`src/cbt_pkg.sv`:
```
// package: register map, field layout and constants of the can bit timing block
// ----------------------------------------------------------------------------
// Summary of operation
// ----------------------------------------------------------------------------
// Summary of operation
// - jump width code 0..3 selects resync limit of 1..4 quanta
// - prescaler field plus one divides clock into time quantum tick
// - config a register writable only while soft reset control is set
// - majority select one takes three samples and votes, zero takes one
// - first segment is field plus one quanta; settings 0..2 invalid
// - second segment is field plus one quanta; setting of zero invalid
// - bit time is prescale over clock times quanta per bit
// - config b register writable only while soft reset control is set
// - flags clear by writing one, only after setting condition ends
// - hard or soft reset clears flags; held clear during soft reset
// - each flag with its enable asserts its interrupt request while set
// - bus activity during sleep sets wakeup flag
// - rx count above 96, no passive or bus-off flag, sets rx warning
// - tx count above 96, no passive or bus-off flag, sets tx warning
// - rx count above 127 with bus-off clear sets rx passive flag
// - tx count above 127 with bus-off clear sets tx passive flag
// - tx count above 255 sets bus-off; clearable after 128 idle sequences
// - data overrun sets overrun flag
// - good message sets rx full; while set no buffer swap; clear releases
// - soft reset aborts transfers and drops bus synchronisation at once
package cbt_pkg;
	// ------------------------------------------------------------------------
	// register byte addresses
	// ------------------------------------------------------------------------
	localparam logic [7:0] CBT_ADDR_CONTROL = 8'h00;
	localparam logic [7:0] CBT_ADDR_CFG_A   = 8'h04;
	localparam logic [7:0] CBT_ADDR_CFG_B   = 8'h08;
	localparam logic [7:0] CBT_ADDR_FLAGS   = 8'h0c;
	localparam logic [7:0] CBT_ADDR_ENABLES = 8'h10;
	localparam logic [7:0] CBT_ADDR_TIMING  = 8'h14;
	// ------------------------------------------------------------------------
	// field positions and values
	// ------------------------------------------------------------------------
	localparam int CBT_SOFT_RESET_BIT = 0;
	localparam int CBT_JUMP_LSB       = 6;
	localparam int CBT_MAJ_BIT        = 7;
	localparam int CBT_SEG2_LSB       = 4;
	localparam int CBT_FLAG_WAKE      = 7;
	localparam int CBT_FLAG_RXWARN    = 6;
	localparam int CBT_FLAG_TXWARN    = 5;
	localparam int CBT_FLAG_RXPASS    = 4;
	localparam int CBT_FLAG_TXPASS    = 3;
	localparam int CBT_FLAG_BUSOFF    = 2;
	localparam int CBT_FLAG_OVR       = 1;
	localparam int CBT_FLAG_FULL      = 0;
	localparam logic [7:0] CBT_CTRL_RESET  = 8'h01;
	localparam logic [7:0] CBT_CFG_RESET   = 8'h00;
	localparam logic [7:0] CBT_FLAG_RESET  = 8'h00;
	localparam logic [7:0] CBT_ERR_MASK    = 8'h7e;
	localparam logic [8:0] CBT_WARN_LIMIT  = 9'h060;
	localparam logic [8:0] CBT_PASS_LIMIT  = 9'h07f;
	localparam logic [8:0] CBT_BOFF_LIMIT  = 9'h0ff;
	localparam logic [7:0] CBT_IDLE_SEQS   = 8'h80;
	localparam logic [3:0] CBT_SEG1_MIN    = 4'h3;
	localparam logic [2:0] CBT_SEG2_MIN    = 3'h1;
	localparam logic [1:0] CBT_AXI_OKAY    = 2'h0;
	localparam logic [1:0] CBT_AXI_SLVERR  = 2'h2;
	// ------------------------------------------------------------------------
	// bit timing phase
	// ------------------------------------------------------------------------
	typedef enum logic [1:0] {
		CBT_PH_SYNC = 2'b00,
		CBT_PH_SEG1 = 2'b01,
		CBT_PH_SEG2 = 2'b10
	} cbt_phase_e;
endpackage

```
`src/cbt_core.sv`:
```
// module: can bit timing, sampling and receiver flag logic with axi4-lite
//
// Chosen here: the AXI4-Lite slave port and the register offsets.
`timescale 1ns/1ps
`default_nettype none
module cbt_core (
	input  wire logic                aclk,
	input  wire logic                aresetn,
	input  wire logic [7:0]          s_axi_awaddr,
	input  wire logic                s_axi_awvalid,
	output var  logic                s_axi_awready,
	input  wire logic [31:0]         s_axi_wdata,
	input  wire logic [3:0]          s_axi_wstrb,
	input  wire logic                s_axi_wvalid,
	output var  logic                s_axi_wready,
	output var  logic [1:0]          s_axi_bresp,
	output var  logic                s_axi_bvalid,
	input  wire logic                s_axi_bready,
	input  wire logic [7:0]          s_axi_araddr,
	input  wire logic                s_axi_arvalid,
	output var  logic                s_axi_arready,
	output var  logic [31:0]         s_axi_rdata,
	output var  logic [1:0]          s_axi_rresp,
	output var  logic                s_axi_rvalid,
	input  wire logic                s_axi_rready,
	input  wire logic                can_rx,
	input  wire logic [7:0]          rx_error_count,
	input  wire logic [8:0]          tx_error_count,
	input  wire logic                sleep_mode,
	input  wire logic                bus_activity,
	input  wire logic                overrun_event,
	input  wire logic                rx_msg_done,
	input  wire logic                idle_seq_done,
	input  wire logic                edge_resync,
	input  wire logic [3:0]          phase_err,
	input  wire logic                phase_late,
	output var  logic                tq_tick,
	output var  logic                sample_point,
	output var  logic                rx_bit,
	output var  logic                bit_start,
	output var  logic                buffer_swap,
	output var  logic                abort_transfer,
	output var  logic                soft_reset_active,
	output var  logic                timing_invalid,
	output var  logic                irq_wakeup,
	output var  logic                irq_error,
	output var  logic                irq_receive
);
	import cbt_pkg::*;

	// ------------------------------------------------------------------------
	// state
	// ------------------------------------------------------------------------
	typedef struct packed {
		logic       aw_q, w_q, bv_q, rv_q, awr_q, wr_q, arr_q;
		logic [7:0] awa_q;
		logic [7:0] wd_q;
		logic       wbe_q;
		logic [1:0] br_q, rr_q;
		logic [31:0] rd_q;
		logic [7:0] ctrl_q, cfga_q, cfgb_q, flag_q, ien_q;
		logic [5:0] pre_q;
		logic [4:0] tq_q;
		cbt_phase_e ph_q;
		logic [2:0] smp_q;
		logic       tick_q, sp_q, bit_q, bs_q, swap_q, abort_q, inv_q;
		logic [7:0] idle_q;
		logic       iw_q, ie_q, ir_q;
	} cbt_state_s;

	cbt_state_s s_q, s_d;

	function automatic logic [7:0] cbt_rd(input cbt_state_s s, input logic [7:0] a);
		if (a == CBT_ADDR_CONTROL) cbt_rd = s.ctrl_q;
		else if (a == CBT_ADDR_CFG_A) cbt_rd = s.cfga_q;
		else if (a == CBT_ADDR_CFG_B) cbt_rd = s.cfgb_q;
		else if (a == CBT_ADDR_FLAGS) cbt_rd = s.flag_q;
		else if (a == CBT_ADDR_ENABLES) cbt_rd = s.ien_q;
		else if (a == CBT_ADDR_TIMING) cbt_rd = {s.inv_q, 2'h0, s.tq_q};
		else cbt_rd = 8'h00;
	endfunction

	function automatic logic cbt_mapped(input logic [7:0] a);
		cbt_mapped = (a <= CBT_ADDR_TIMING) && (a[1:0] == 2'h0);
	endfunction

	logic       srst;
	logic       wr_go;
	logic [7:0] set_v, clr_v, cond_v;
	logic [4:0] seg1_len, seg2_len;
	logic [2:0] seg2_max;
	logic       vote;
	logic       tq_go;
	logic [4:0] jlim;
	logic [3:0] jump;

	always_comb begin
		s_d = s_q;
		srst = s_q.ctrl_q[CBT_SOFT_RESET_BIT];
		// --------------------------------------------------------------------
		// axi4-lite slave: one write and one read in flight
		// --------------------------------------------------------------------
		s_d.awr_q = 1'b0;
		s_d.wr_q = 1'b0;
		s_d.arr_q = 1'b0;
		if (!s_q.aw_q && !s_q.bv_q && s_axi_awvalid && !s_q.awr_q) begin
			s_d.awr_q = 1'b1;
			s_d.aw_q = 1'b1;
			s_d.awa_q = s_axi_awaddr;
		end
		if (!s_q.w_q && !s_q.bv_q && s_axi_wvalid && !s_q.wr_q) begin
			s_d.wr_q = 1'b1;
			s_d.w_q = 1'b1;
			s_d.wd_q = s_axi_wdata[7:0];
			s_d.wbe_q = s_axi_wstrb[0];
		end
		wr_go = s_q.aw_q && s_q.w_q && !s_q.bv_q;
		clr_v = 8'h00;
		if (wr_go) begin
			s_d.aw_q = 1'b0;
			s_d.w_q = 1'b0;
			s_d.bv_q = 1'b1;
			s_d.br_q = cbt_mapped(s_q.awa_q) ? CBT_AXI_OKAY : CBT_AXI_SLVERR;
			if (s_q.wbe_q) begin
				if (s_q.awa_q == CBT_ADDR_CONTROL)
					s_d.ctrl_q = s_q.wd_q & CBT_CTRL_RESET;
				else if (s_q.awa_q == CBT_ADDR_CFG_A && srst)
					s_d.cfga_q = s_q.wd_q;
				else if (s_q.awa_q == CBT_ADDR_CFG_B && srst)
					s_d.cfgb_q = s_q.wd_q;
				else if (s_q.awa_q == CBT_ADDR_FLAGS)
					clr_v = s_q.wd_q;
				else if (s_q.awa_q == CBT_ADDR_ENABLES)
					s_d.ien_q = s_q.wd_q;
			end
		end
		if (s_q.bv_q && s_axi_bready)
			s_d.bv_q = 1'b0;
		if (!s_q.rv_q && s_axi_arvalid && !s_q.arr_q) begin
			s_d.arr_q = 1'b1;
			s_d.rv_q = 1'b1;
			s_d.rd_q = {24'h0, cbt_rd(s_q, s_axi_araddr)};
			s_d.rr_q = cbt_mapped(s_axi_araddr) ? CBT_AXI_OKAY : CBT_AXI_SLVERR;
		end else if (s_q.rv_q && s_axi_rready)
			s_d.rv_q = 1'b0;
		// --------------------------------------------------------------------
		// time quantum and bit timing
		// --------------------------------------------------------------------
		seg1_len = {1'b0, s_q.cfgb_q[3:0]} + 5'h01;
		seg2_max = s_q.cfgb_q[6:CBT_SEG2_LSB];
		seg2_len = {2'b0, seg2_max} + 5'h01;
		s_d.inv_q = (s_q.cfgb_q[3:0] < CBT_SEG1_MIN)
			|| (seg2_max < CBT_SEG2_MIN);
		tq_go = !srst && (s_q.pre_q == s_q.cfga_q[5:0]);
		// phase error is clipped here so a bad caller cannot break timing
		jlim = {3'b0, s_q.cfga_q[CBT_JUMP_LSB +: 2]} + 5'h01;
		jump = ({1'b0, phase_err} > jlim) ? jlim[3:0] : phase_err;
		s_d.tick_q = 1'b0;
		s_d.sp_q = 1'b0;
		s_d.bs_q = 1'b0;
		if (srst) begin
			s_d.pre_q = 6'h00;
			s_d.tq_q = 5'h00;
			s_d.ph_q = CBT_PH_SYNC;
		end else if (s_q.pre_q == s_q.cfga_q[5:0]) begin
			s_d.pre_q = 6'h00;
			s_d.tick_q = 1'b1;
			s_d.smp_q = {s_q.smp_q[1:0], can_rx};
			s_d.tq_q = s_q.tq_q + 5'h01;
			// bit time is prescale * (1 + seg1 + seg2) clocks
			case (s_q.ph_q)
				CBT_PH_SYNC: begin
					s_d.ph_q = CBT_PH_SEG1;
					s_d.tq_q = 5'h00;
				end
				CBT_PH_SEG1: begin
					if (edge_resync && phase_late && s_q.tq_q == 5'h00)
						s_d.tq_q = 5'h00 - {1'b0, jump};
					if (s_q.tq_q + 5'h01 == seg1_len) begin
						s_d.ph_q = CBT_PH_SEG2;
						s_d.tq_q = 5'h00;
						s_d.sp_q = 1'b1;
					end
				end
				CBT_PH_SEG2: begin
					if ((s_q.tq_q + 5'h01 == seg2_len) || (edge_resync && !phase_late
						&& s_q.tq_q + 5'h01 + {1'b0, jump} >= seg2_len)) begin
						s_d.ph_q = CBT_PH_SYNC;
						s_d.bs_q = 1'b1;
					end
				end
				default: s_d.ph_q = CBT_PH_SYNC;
			endcase
		end else
			s_d.pre_q = s_q.pre_q + 6'h01;
		vote = (s_q.smp_q[0] & s_q.smp_q[1]) | (s_q.smp_q[1] & can_rx)
			| (s_q.smp_q[0] & can_rx);
		if (s_d.sp_q)
			s_d.bit_q = s_q.cfgb_q[CBT_MAJ_BIT] ? vote : can_rx;
		// --------------------------------------------------------------------
		// receiver flags
		// --------------------------------------------------------------------
		cond_v = 8'h00;
		cond_v[CBT_FLAG_WAKE] = sleep_mode && bus_activity;
		cond_v[CBT_FLAG_RXWARN] = ({1'b0, rx_error_count} > CBT_WARN_LIMIT)
			&& !(s_q.flag_q[CBT_FLAG_RXPASS] || s_q.flag_q[CBT_FLAG_TXPASS]
			|| s_q.flag_q[CBT_FLAG_BUSOFF]);
		cond_v[CBT_FLAG_TXWARN] = (tx_error_count > CBT_WARN_LIMIT)
			&& !(s_q.flag_q[CBT_FLAG_RXPASS] || s_q.flag_q[CBT_FLAG_TXPASS]
			|| s_q.flag_q[CBT_FLAG_BUSOFF]);
		cond_v[CBT_FLAG_RXPASS] = ({1'b0, rx_error_count} > CBT_PASS_LIMIT)
			&& !s_q.flag_q[CBT_FLAG_BUSOFF];
		cond_v[CBT_FLAG_TXPASS] = (tx_error_count > CBT_PASS_LIMIT)
			&& !s_q.flag_q[CBT_FLAG_BUSOFF];
		cond_v[CBT_FLAG_BUSOFF] = (tx_error_count > CBT_BOFF_LIMIT);
		cond_v[CBT_FLAG_OVR] = overrun_event;
		cond_v[CBT_FLAG_FULL] = rx_msg_done && !s_q.flag_q[CBT_FLAG_FULL];
		set_v = cond_v;
		// bus-off held until enough idle sequences seen
		if (s_q.idle_q != CBT_IDLE_SEQS)
			set_v[CBT_FLAG_BUSOFF] = set_v[CBT_FLAG_BUSOFF]
				| s_q.flag_q[CBT_FLAG_BUSOFF];
		if (cond_v[CBT_FLAG_BUSOFF] || !s_q.flag_q[CBT_FLAG_BUSOFF])
			s_d.idle_q = 8'h00;
		else if (idle_seq_done && s_q.idle_q != CBT_IDLE_SEQS)
			s_d.idle_q = s_q.idle_q + 8'h01;
		// set wins over clear; clear blocked while condition remains
		s_d.flag_q = (s_q.flag_q & ~(clr_v & ~cond_v)) | set_v;
		s_d.swap_q = cond_v[CBT_FLAG_FULL];
		if (srst) begin
			s_d.flag_q = CBT_FLAG_RESET;
			s_d.ien_q = CBT_FLAG_RESET;
			s_d.swap_q = 1'b0;
		end
		s_d.abort_q = srst;
		s_d.iw_q = s_d.flag_q[CBT_FLAG_WAKE] && s_d.ien_q[CBT_FLAG_WAKE];
		s_d.ie_q = |(s_d.flag_q & s_d.ien_q & CBT_ERR_MASK);
		s_d.ir_q = s_d.flag_q[CBT_FLAG_FULL] && s_d.ien_q[CBT_FLAG_FULL];
	end

	always_ff @(posedge aclk) begin
		if (!aresetn) begin
			s_q <= '0;
			s_q.ctrl_q <= CBT_CTRL_RESET;
			s_q.cfga_q <= CBT_CFG_RESET;
			s_q.cfgb_q <= CBT_CFG_RESET;
			s_q.flag_q <= CBT_FLAG_RESET;
			s_q.smp_q <= 3'h7;
			s_q.bit_q <= 1'b1;
			s_q.ph_q <= CBT_PH_SYNC;
		end else
			s_q <= s_d;
	end

	assign s_axi_awready = s_q.awr_q;
	assign s_axi_wready = s_q.wr_q;
	assign s_axi_bvalid = s_q.bv_q;
	assign s_axi_bresp = s_q.br_q;
	assign s_axi_arready = s_q.arr_q;
	assign s_axi_rvalid = s_q.rv_q;
	assign s_axi_rdata = s_q.rd_q;
	assign s_axi_rresp = s_q.rr_q;
	assign tq_tick = s_q.tick_q;
	assign sample_point = s_q.sp_q;
	assign rx_bit = s_q.bit_q;
	assign bit_start = s_q.bs_q;
	assign buffer_swap = s_q.swap_q;
	assign abort_transfer = s_q.abort_q;
	assign soft_reset_active = s_q.ctrl_q[CBT_SOFT_RESET_BIT];
	assign timing_invalid = s_q.inv_q;
	assign irq_wakeup = s_q.iw_q;
	assign irq_error = s_q.ie_q;
	assign irq_receive = s_q.ir_q;
endmodule // cbt_core
`default_nettype wire

```
`config.mk`:
```
export PLATFORM = sky130hd
export DESIGN_NAME = cbt_core
export DESIGN_NICKNAME = d
export VERILOG_FILES = /design/src/cbt_pkg.sv /design/src/cbt_core.sv
export SDC_FILE = /design/constraint.sdc
export NUM_CORES = 1
export LEC_CHECK = 0
export BUFFER_PORTS_ARGS = -buffer_cell sky130_fd_sc_hd__buf_2
export CAP_MARGIN = 10
export CORE_ASPECT_RATIO = 1.5
export CORE_MARGIN = 4
export CORE_UTILIZATION = 48
export CTS_CLUSTER_SIZE = 40
export DETAILED_ROUTE_END_ITERATION = 7
export HOLD_SLACK_MARGIN = 0.02
export PLACE_DENSITY = 0.87
export SYNTH_ARGS = -nofsm -noshare
export SYNTH_HDL_FRONTEND = slang
export SYNTH_SLANG_ARGS = --single-unit
```
`constraint.sdc`:
```
create_clock -name aclk -period 3.5 [get_ports aclk]
set_input_delay 0.35 -clock aclk [delete_from_list [all_inputs] [get_ports aclk]]
set_output_delay 0.35 -clock aclk [all_outputs]
set_load 0.1 [all_outputs]
```
; ---- Word level (Yosys, flattened, before mapping)
; Cells that the tools add are included.
[totals]
ff_bits = 102
in_bits = 88
elab_cells = 191
[op_classes]
n_addsub = 8
n_lt_le_gt_ge = 11
eq_ne = 17
muxes = 40
bitwise_logic = 18
reduce_logical = 64
[op_table]
columns = operator, count
row1 = $mux 8, 19
row2 = $eq 8x4->1 const B, 4
row3 = $logic_and 1x1->1, 29
row4 = $eq 8x5->1 const B, 3
row5 = $gt 9x7->1 const B, 2
row6 = $and 8x8->8, 2
row7 = $eq 8x3->1 const B, 2
row8 = $gt 8x7->1 const B, 2
row9 = $le 8x5->1 const B, 2
row10 = $logic_not 8->1, 2
row11 = $mux 16, 1
row12 = $not 8->8, 2
row13 = $logic_not 1->1, 11
row14 = $mux 1, 11
row15 = $pmux 5 s2, 1
row16 = $gt 9x8->1 const B, 1
row17 = $add 8x1->8 const B, 1
row18 = $mux 2, 4
row19 = $ne 8x8->1 const B, 1
row20 = $or 8x8->8, 1
row21 = $reduce_or 2->1, 4
row22 = $and 7x7->7, 1
row23 = $mux 7, 1
row24 = $add 6x1->6 const B, 1
row25 = other kinds (33), 50

; ---- Longest topological paths before layout
[logic_depth]
ltp_word = 14
ltp_mapped = 19

; ---- Least setup slack after synthesis
; OpenSTA, ideal clock, no wires.
[synth_timing]
path_kind = reg2reg
from = register s_q[64] (netlist bit)
to = register s_q[22] (netlist bit)
setup_ns = 0.070
t_arrival_ns = 3.624
required_time_ns = 3.430
path_slack_ns = -0.195
path_stages_with_launch = 18
path_buffers = 0
period_less_slack_ns = 3.695
path_cell_list = dfxtp_1 -> ha_1 -> inv_1 -> ha_1 -> a31oi_1 -> a2bb2oi_1 -> nor2_1 -> a21oi_1 -> inv_1 -> ha_1 -> fa_1 -> ha_1 -> a21o_1 -> a21oi_1 -> nor2b_1 -> o311ai_0 -> nand4_1 -> a21oi_1
[synth_via]
elab_chain_len = 9
[synth_lines]
columns = item, line_no
row1 = start: declaration, cbt_core.sv:71  ; cbt_state_s s_q, s_d;
row2 = $add 2x1->3 *, cbt_core.sv:156  ; jlim = {3'b0, s_q.cfga_q[CBT_JUMP_LSB +: 2]} + 5'h01;
row3 = $gt 4x3->1, cbt_core.sv:157  ; jump = ({1'b0, phase_err} > jlim) ? jlim[3:0] : phase_err;
row4 = $mux 4 *, cbt_core.sv:157
row5 = $add 5x4->5 *, cbt_core.sv:187  ; && s_q.tq_q + 5'h01 + {1'b0, jump} >= seg2_len)) begin
row6 = $ge 5x4->1 *, cbt_core.sv:187
row7 = $logic_and 1x1->1 *, cbt_core.sv:187
row8 = $logic_or 1x1->1 *, cbt_core.sv:186  ; if ((s_q.tq_q + 5'h01 == seg2_len) || (edge_resync && !phase_late
row9 = $ne 2x2->1 (no line) *, -
row10 = $reduce_and 3->1 (no line) *, -
; Every way passes the cells marked *; elsewhere a longest branch is shown, timed or not.
; A chain may end at the register's enable or synchronous reset.

; ---- Final worst setup path
; Ends and elaborated chain as after synthesis.

==> impl_metrics.toml <==
[logic_synthesis]
synth_top_family_by_area = "simple AND/OR/NAND/NOR gates"
synth-seq-cells = 100
ys_seq_area_share_pct = 38.2
async_flop_share_pct = 0
synth_flop_cell = "dfxtp_1"
ys_types = 57
synth_edf_count = 0
synth-compound-area-share_pct = 13.4
yosys-mux-area-fraction_pct = 7.58
synthXorXnorAreaFrac_pct = 5.69
yosys.area_share.simple_pct = 21.2
synth_cells = 616
synth_fa_ha_area_share_pct = 5.16
ys_warn_count = 0
synth.avg_cell_area_um2 = 8.50
syn-cell-area_mm2 = 0.00524

[clock_network]
cts_sinks = 100
cts.clk_slew.worst_paths_ns = 0.07
htreeDepth = 3
worstSkewPairLatency_ns = 0.35
cts_buffers = 9
cts_hold_buf = 0
ctsLongestPathBuffers = 2
cts_tree = "done"
cts.root.buffer_cell = "clkbuf_16"

[layout]
layout.cells.non_filler = 840
fin_nets = 800
synthToLayoutAreaGrowth_pct = 16.9
fin_area_mm2 = 0.00612
fillCellCount = 944
antenna_cells = 0
final-seq-area_mm2 = 0.00200
layout-drive-gt1-share_pct = 21.1
largest_reg_flops = 74
final_cell_mix = "98 x dfxtp_1, 86 x buf_2, 70 x nor2_1"
final_common_cell = "dfxtp_1"
multi_input_area_mm2 = 0.00303
regMostFlops = "s_q"

[sta]
hold_viol = 0
rsz0062_at_grt = "true"
slew_headroom_pct = 47.6
worst_pin_slew_ns = 0.781
fmax_mhz = 294
fin_crit_ns = 3.40
finalSetupTns_ns = 0
setup_slack_ns = 0.102
post-route-period-util_pct = 97.1
skew_ns = 0.0101
setup_viol = 0
report.final.slew_viol_count = 0

[route]
wirelength_um = 13200
drc = 0
vias = 4562
drt_iter0_markers = 347
wl_per_cell_um = 15.7
ant_nets = 0
via_per_inst = 5.43
first_pass_iters = 5

[grt]
grt_pass1_vias = 4339
antenna_found_initial = 0
grt_overflow = 0
grt_max_degree = 53
grt_pass1_wl_um = 20500
track_usage_pct = 20.7

[critical_path]
cp_max_fo = 4
start_kind = "register"
timing.rr.end = "s_q[22]"
end_kind = "register"
critPathKind = "register to register"
rr_worst_depth = 15
arrival_ns = 3.68
reg2reg_setup_slack_ns = 0.10
cp.required_ns = 3.79
r2r_start = "s_q[64]"

[placement]
placed_area_mm2 = 0.00567
dp_hpwl_um = 9780
place_ws_ns = -0.0806
gp_routability_congestion = 0.856
portBuffers = 86
placedCellCount = 822

[job]
cap_violations = 0

[worst_hold_path]
whs_path_depth = 3
hold_class = "input pin to register"
worstHoldEndpoint = "s_q[120]"
hp-start = "s_axi_awaddr[1]"

[die]
core_mm2 = 0.0106
pin_count = 140
dieHeight_um = 136
die_area_mm2 = 0.0127
rows = 46
die_w_um = 93.3
initial_core_util_pct = 49.2

[power_and_ir_drop]
vdd_drop_max_mv = 0.340
p_leak_nw = 2.56
p_total_mw = 2.55
power_density_mw_per_mm2 = 417

[run_status]
status = "finished clean"
==> worst max-delay path, stage by stage, from the launching register on <==
cell and delay (ns):
dfxtp_2 0.34, buf_4 0.15, inv_1 0.15, ha_4 0.24, a31oi_4 0.18, a2bb2oi_4 0.22, buf_6 0.15, mux2_2 0.36
ha_1 0.33, a21oi_2 0.17, xnor2_1 0.14, ha_1 0.25, nor2b_1 0.13, o311ai_2 0.25, nand4_1 0.14, a21oi_1 0.14
==> worst max path at each step <==
stage | startpoint | end | slack (ns) | cells after the start
after floorplan | s_q[64] | s_q[22] | 0.03 | 17
after global placement | s_q[64] | s_q[22] | -0.01 | 17
after detailed placement | s_q[64] | s_q[22] | -0.08 | 17
after CTS | s_q[64] | s_q[22] | 0.002 | 17
after global routing | s_q[65] | s_q[22] | -0.05 | 17
final | s_q[64] | s_q[22] | 0.10 | 15
==> layout make-up <==
class | count | share of cell area [%]
clock inverter | 5 | 0.736
clock buffer | 11 | 3.97
tap | 144 | 2.94
multi-input combinational | 458 | 49.6
inverter | 24 | 1.51
sequential | 100 | 32.8
timing repair buffer | 98 | 8.53
==> stage by stage <==
stage / hold slack [ns] / util (%)
after floorplan: 0.432 / -
after detailed placement: 0.447 / 53.2
after global placement: 0.439 / 53.2
final: 0.236 / 57.5
after global routing: 0.244 / 57.5
after CTS: 0.227 / 56.9
==> power breakdown <==
group	total, mW	switching, mW	internal (mW)
Combinational	0.402	0.295	0.107
Clock	0.954	0.442	0.512
Sequential	1.19	0.0308	1.16
==> layer usage <==
metal | global-route usage (%) | wire (um) | up-vias
met5 | 0 | 0 | -
met3 | 3.38 | 808 | 38
met2 | 37.8 | 6920 | 168
met4 | 12.7 | 639 | 0
met1 | 21.6 | 4820 | 2121
li1 | - | - | 2235
==> cells by family (layout without fill, tap and decap cells) <==
kind of cell | Yosys count | count (layout)
and+or+nand+nor | 223 | 223
DFF | 100 | 100
AOI/OAI and AO/OA | 115 | 115
muxes | 38 | 38
buffers and inverters | 84 | 138
adders and majority gates | 21 | 21
other | 1 | 27
xor gates and xnor gates | 34 | 34
==> Yosys cell counts, types with 9 or more instances <==
library cell / n / area [um^2]
a21oi_1: 55 / 275
buf_4: 36 / 270
clkbuf_1: 20 / 75.1
dfxtp_1: 100 / 2000
ha_1: 20 / 250
inv_1: 23 / 86.3
mux2i_1: 34 / 340
nand2_1: 58 / 218
nand2b_1: 9 / 56.3
nand3_1: 20 / 100
nor2_1: 72 / 270
nor3_1: 9 / 45.0
o21ai_0: 15 / 75.1
xnor2_1: 22 / 193
xor2_1: 12 / 105
==> repair_timing <==
action	4_1_cts	5_1_grt
endpoints found under the hold margin	0	0
resized for setup	16	11
setup buffers	0	1
pin swaps	8	11
setup endpoints to repair	1	2
(Power assumes the default switching activity.)
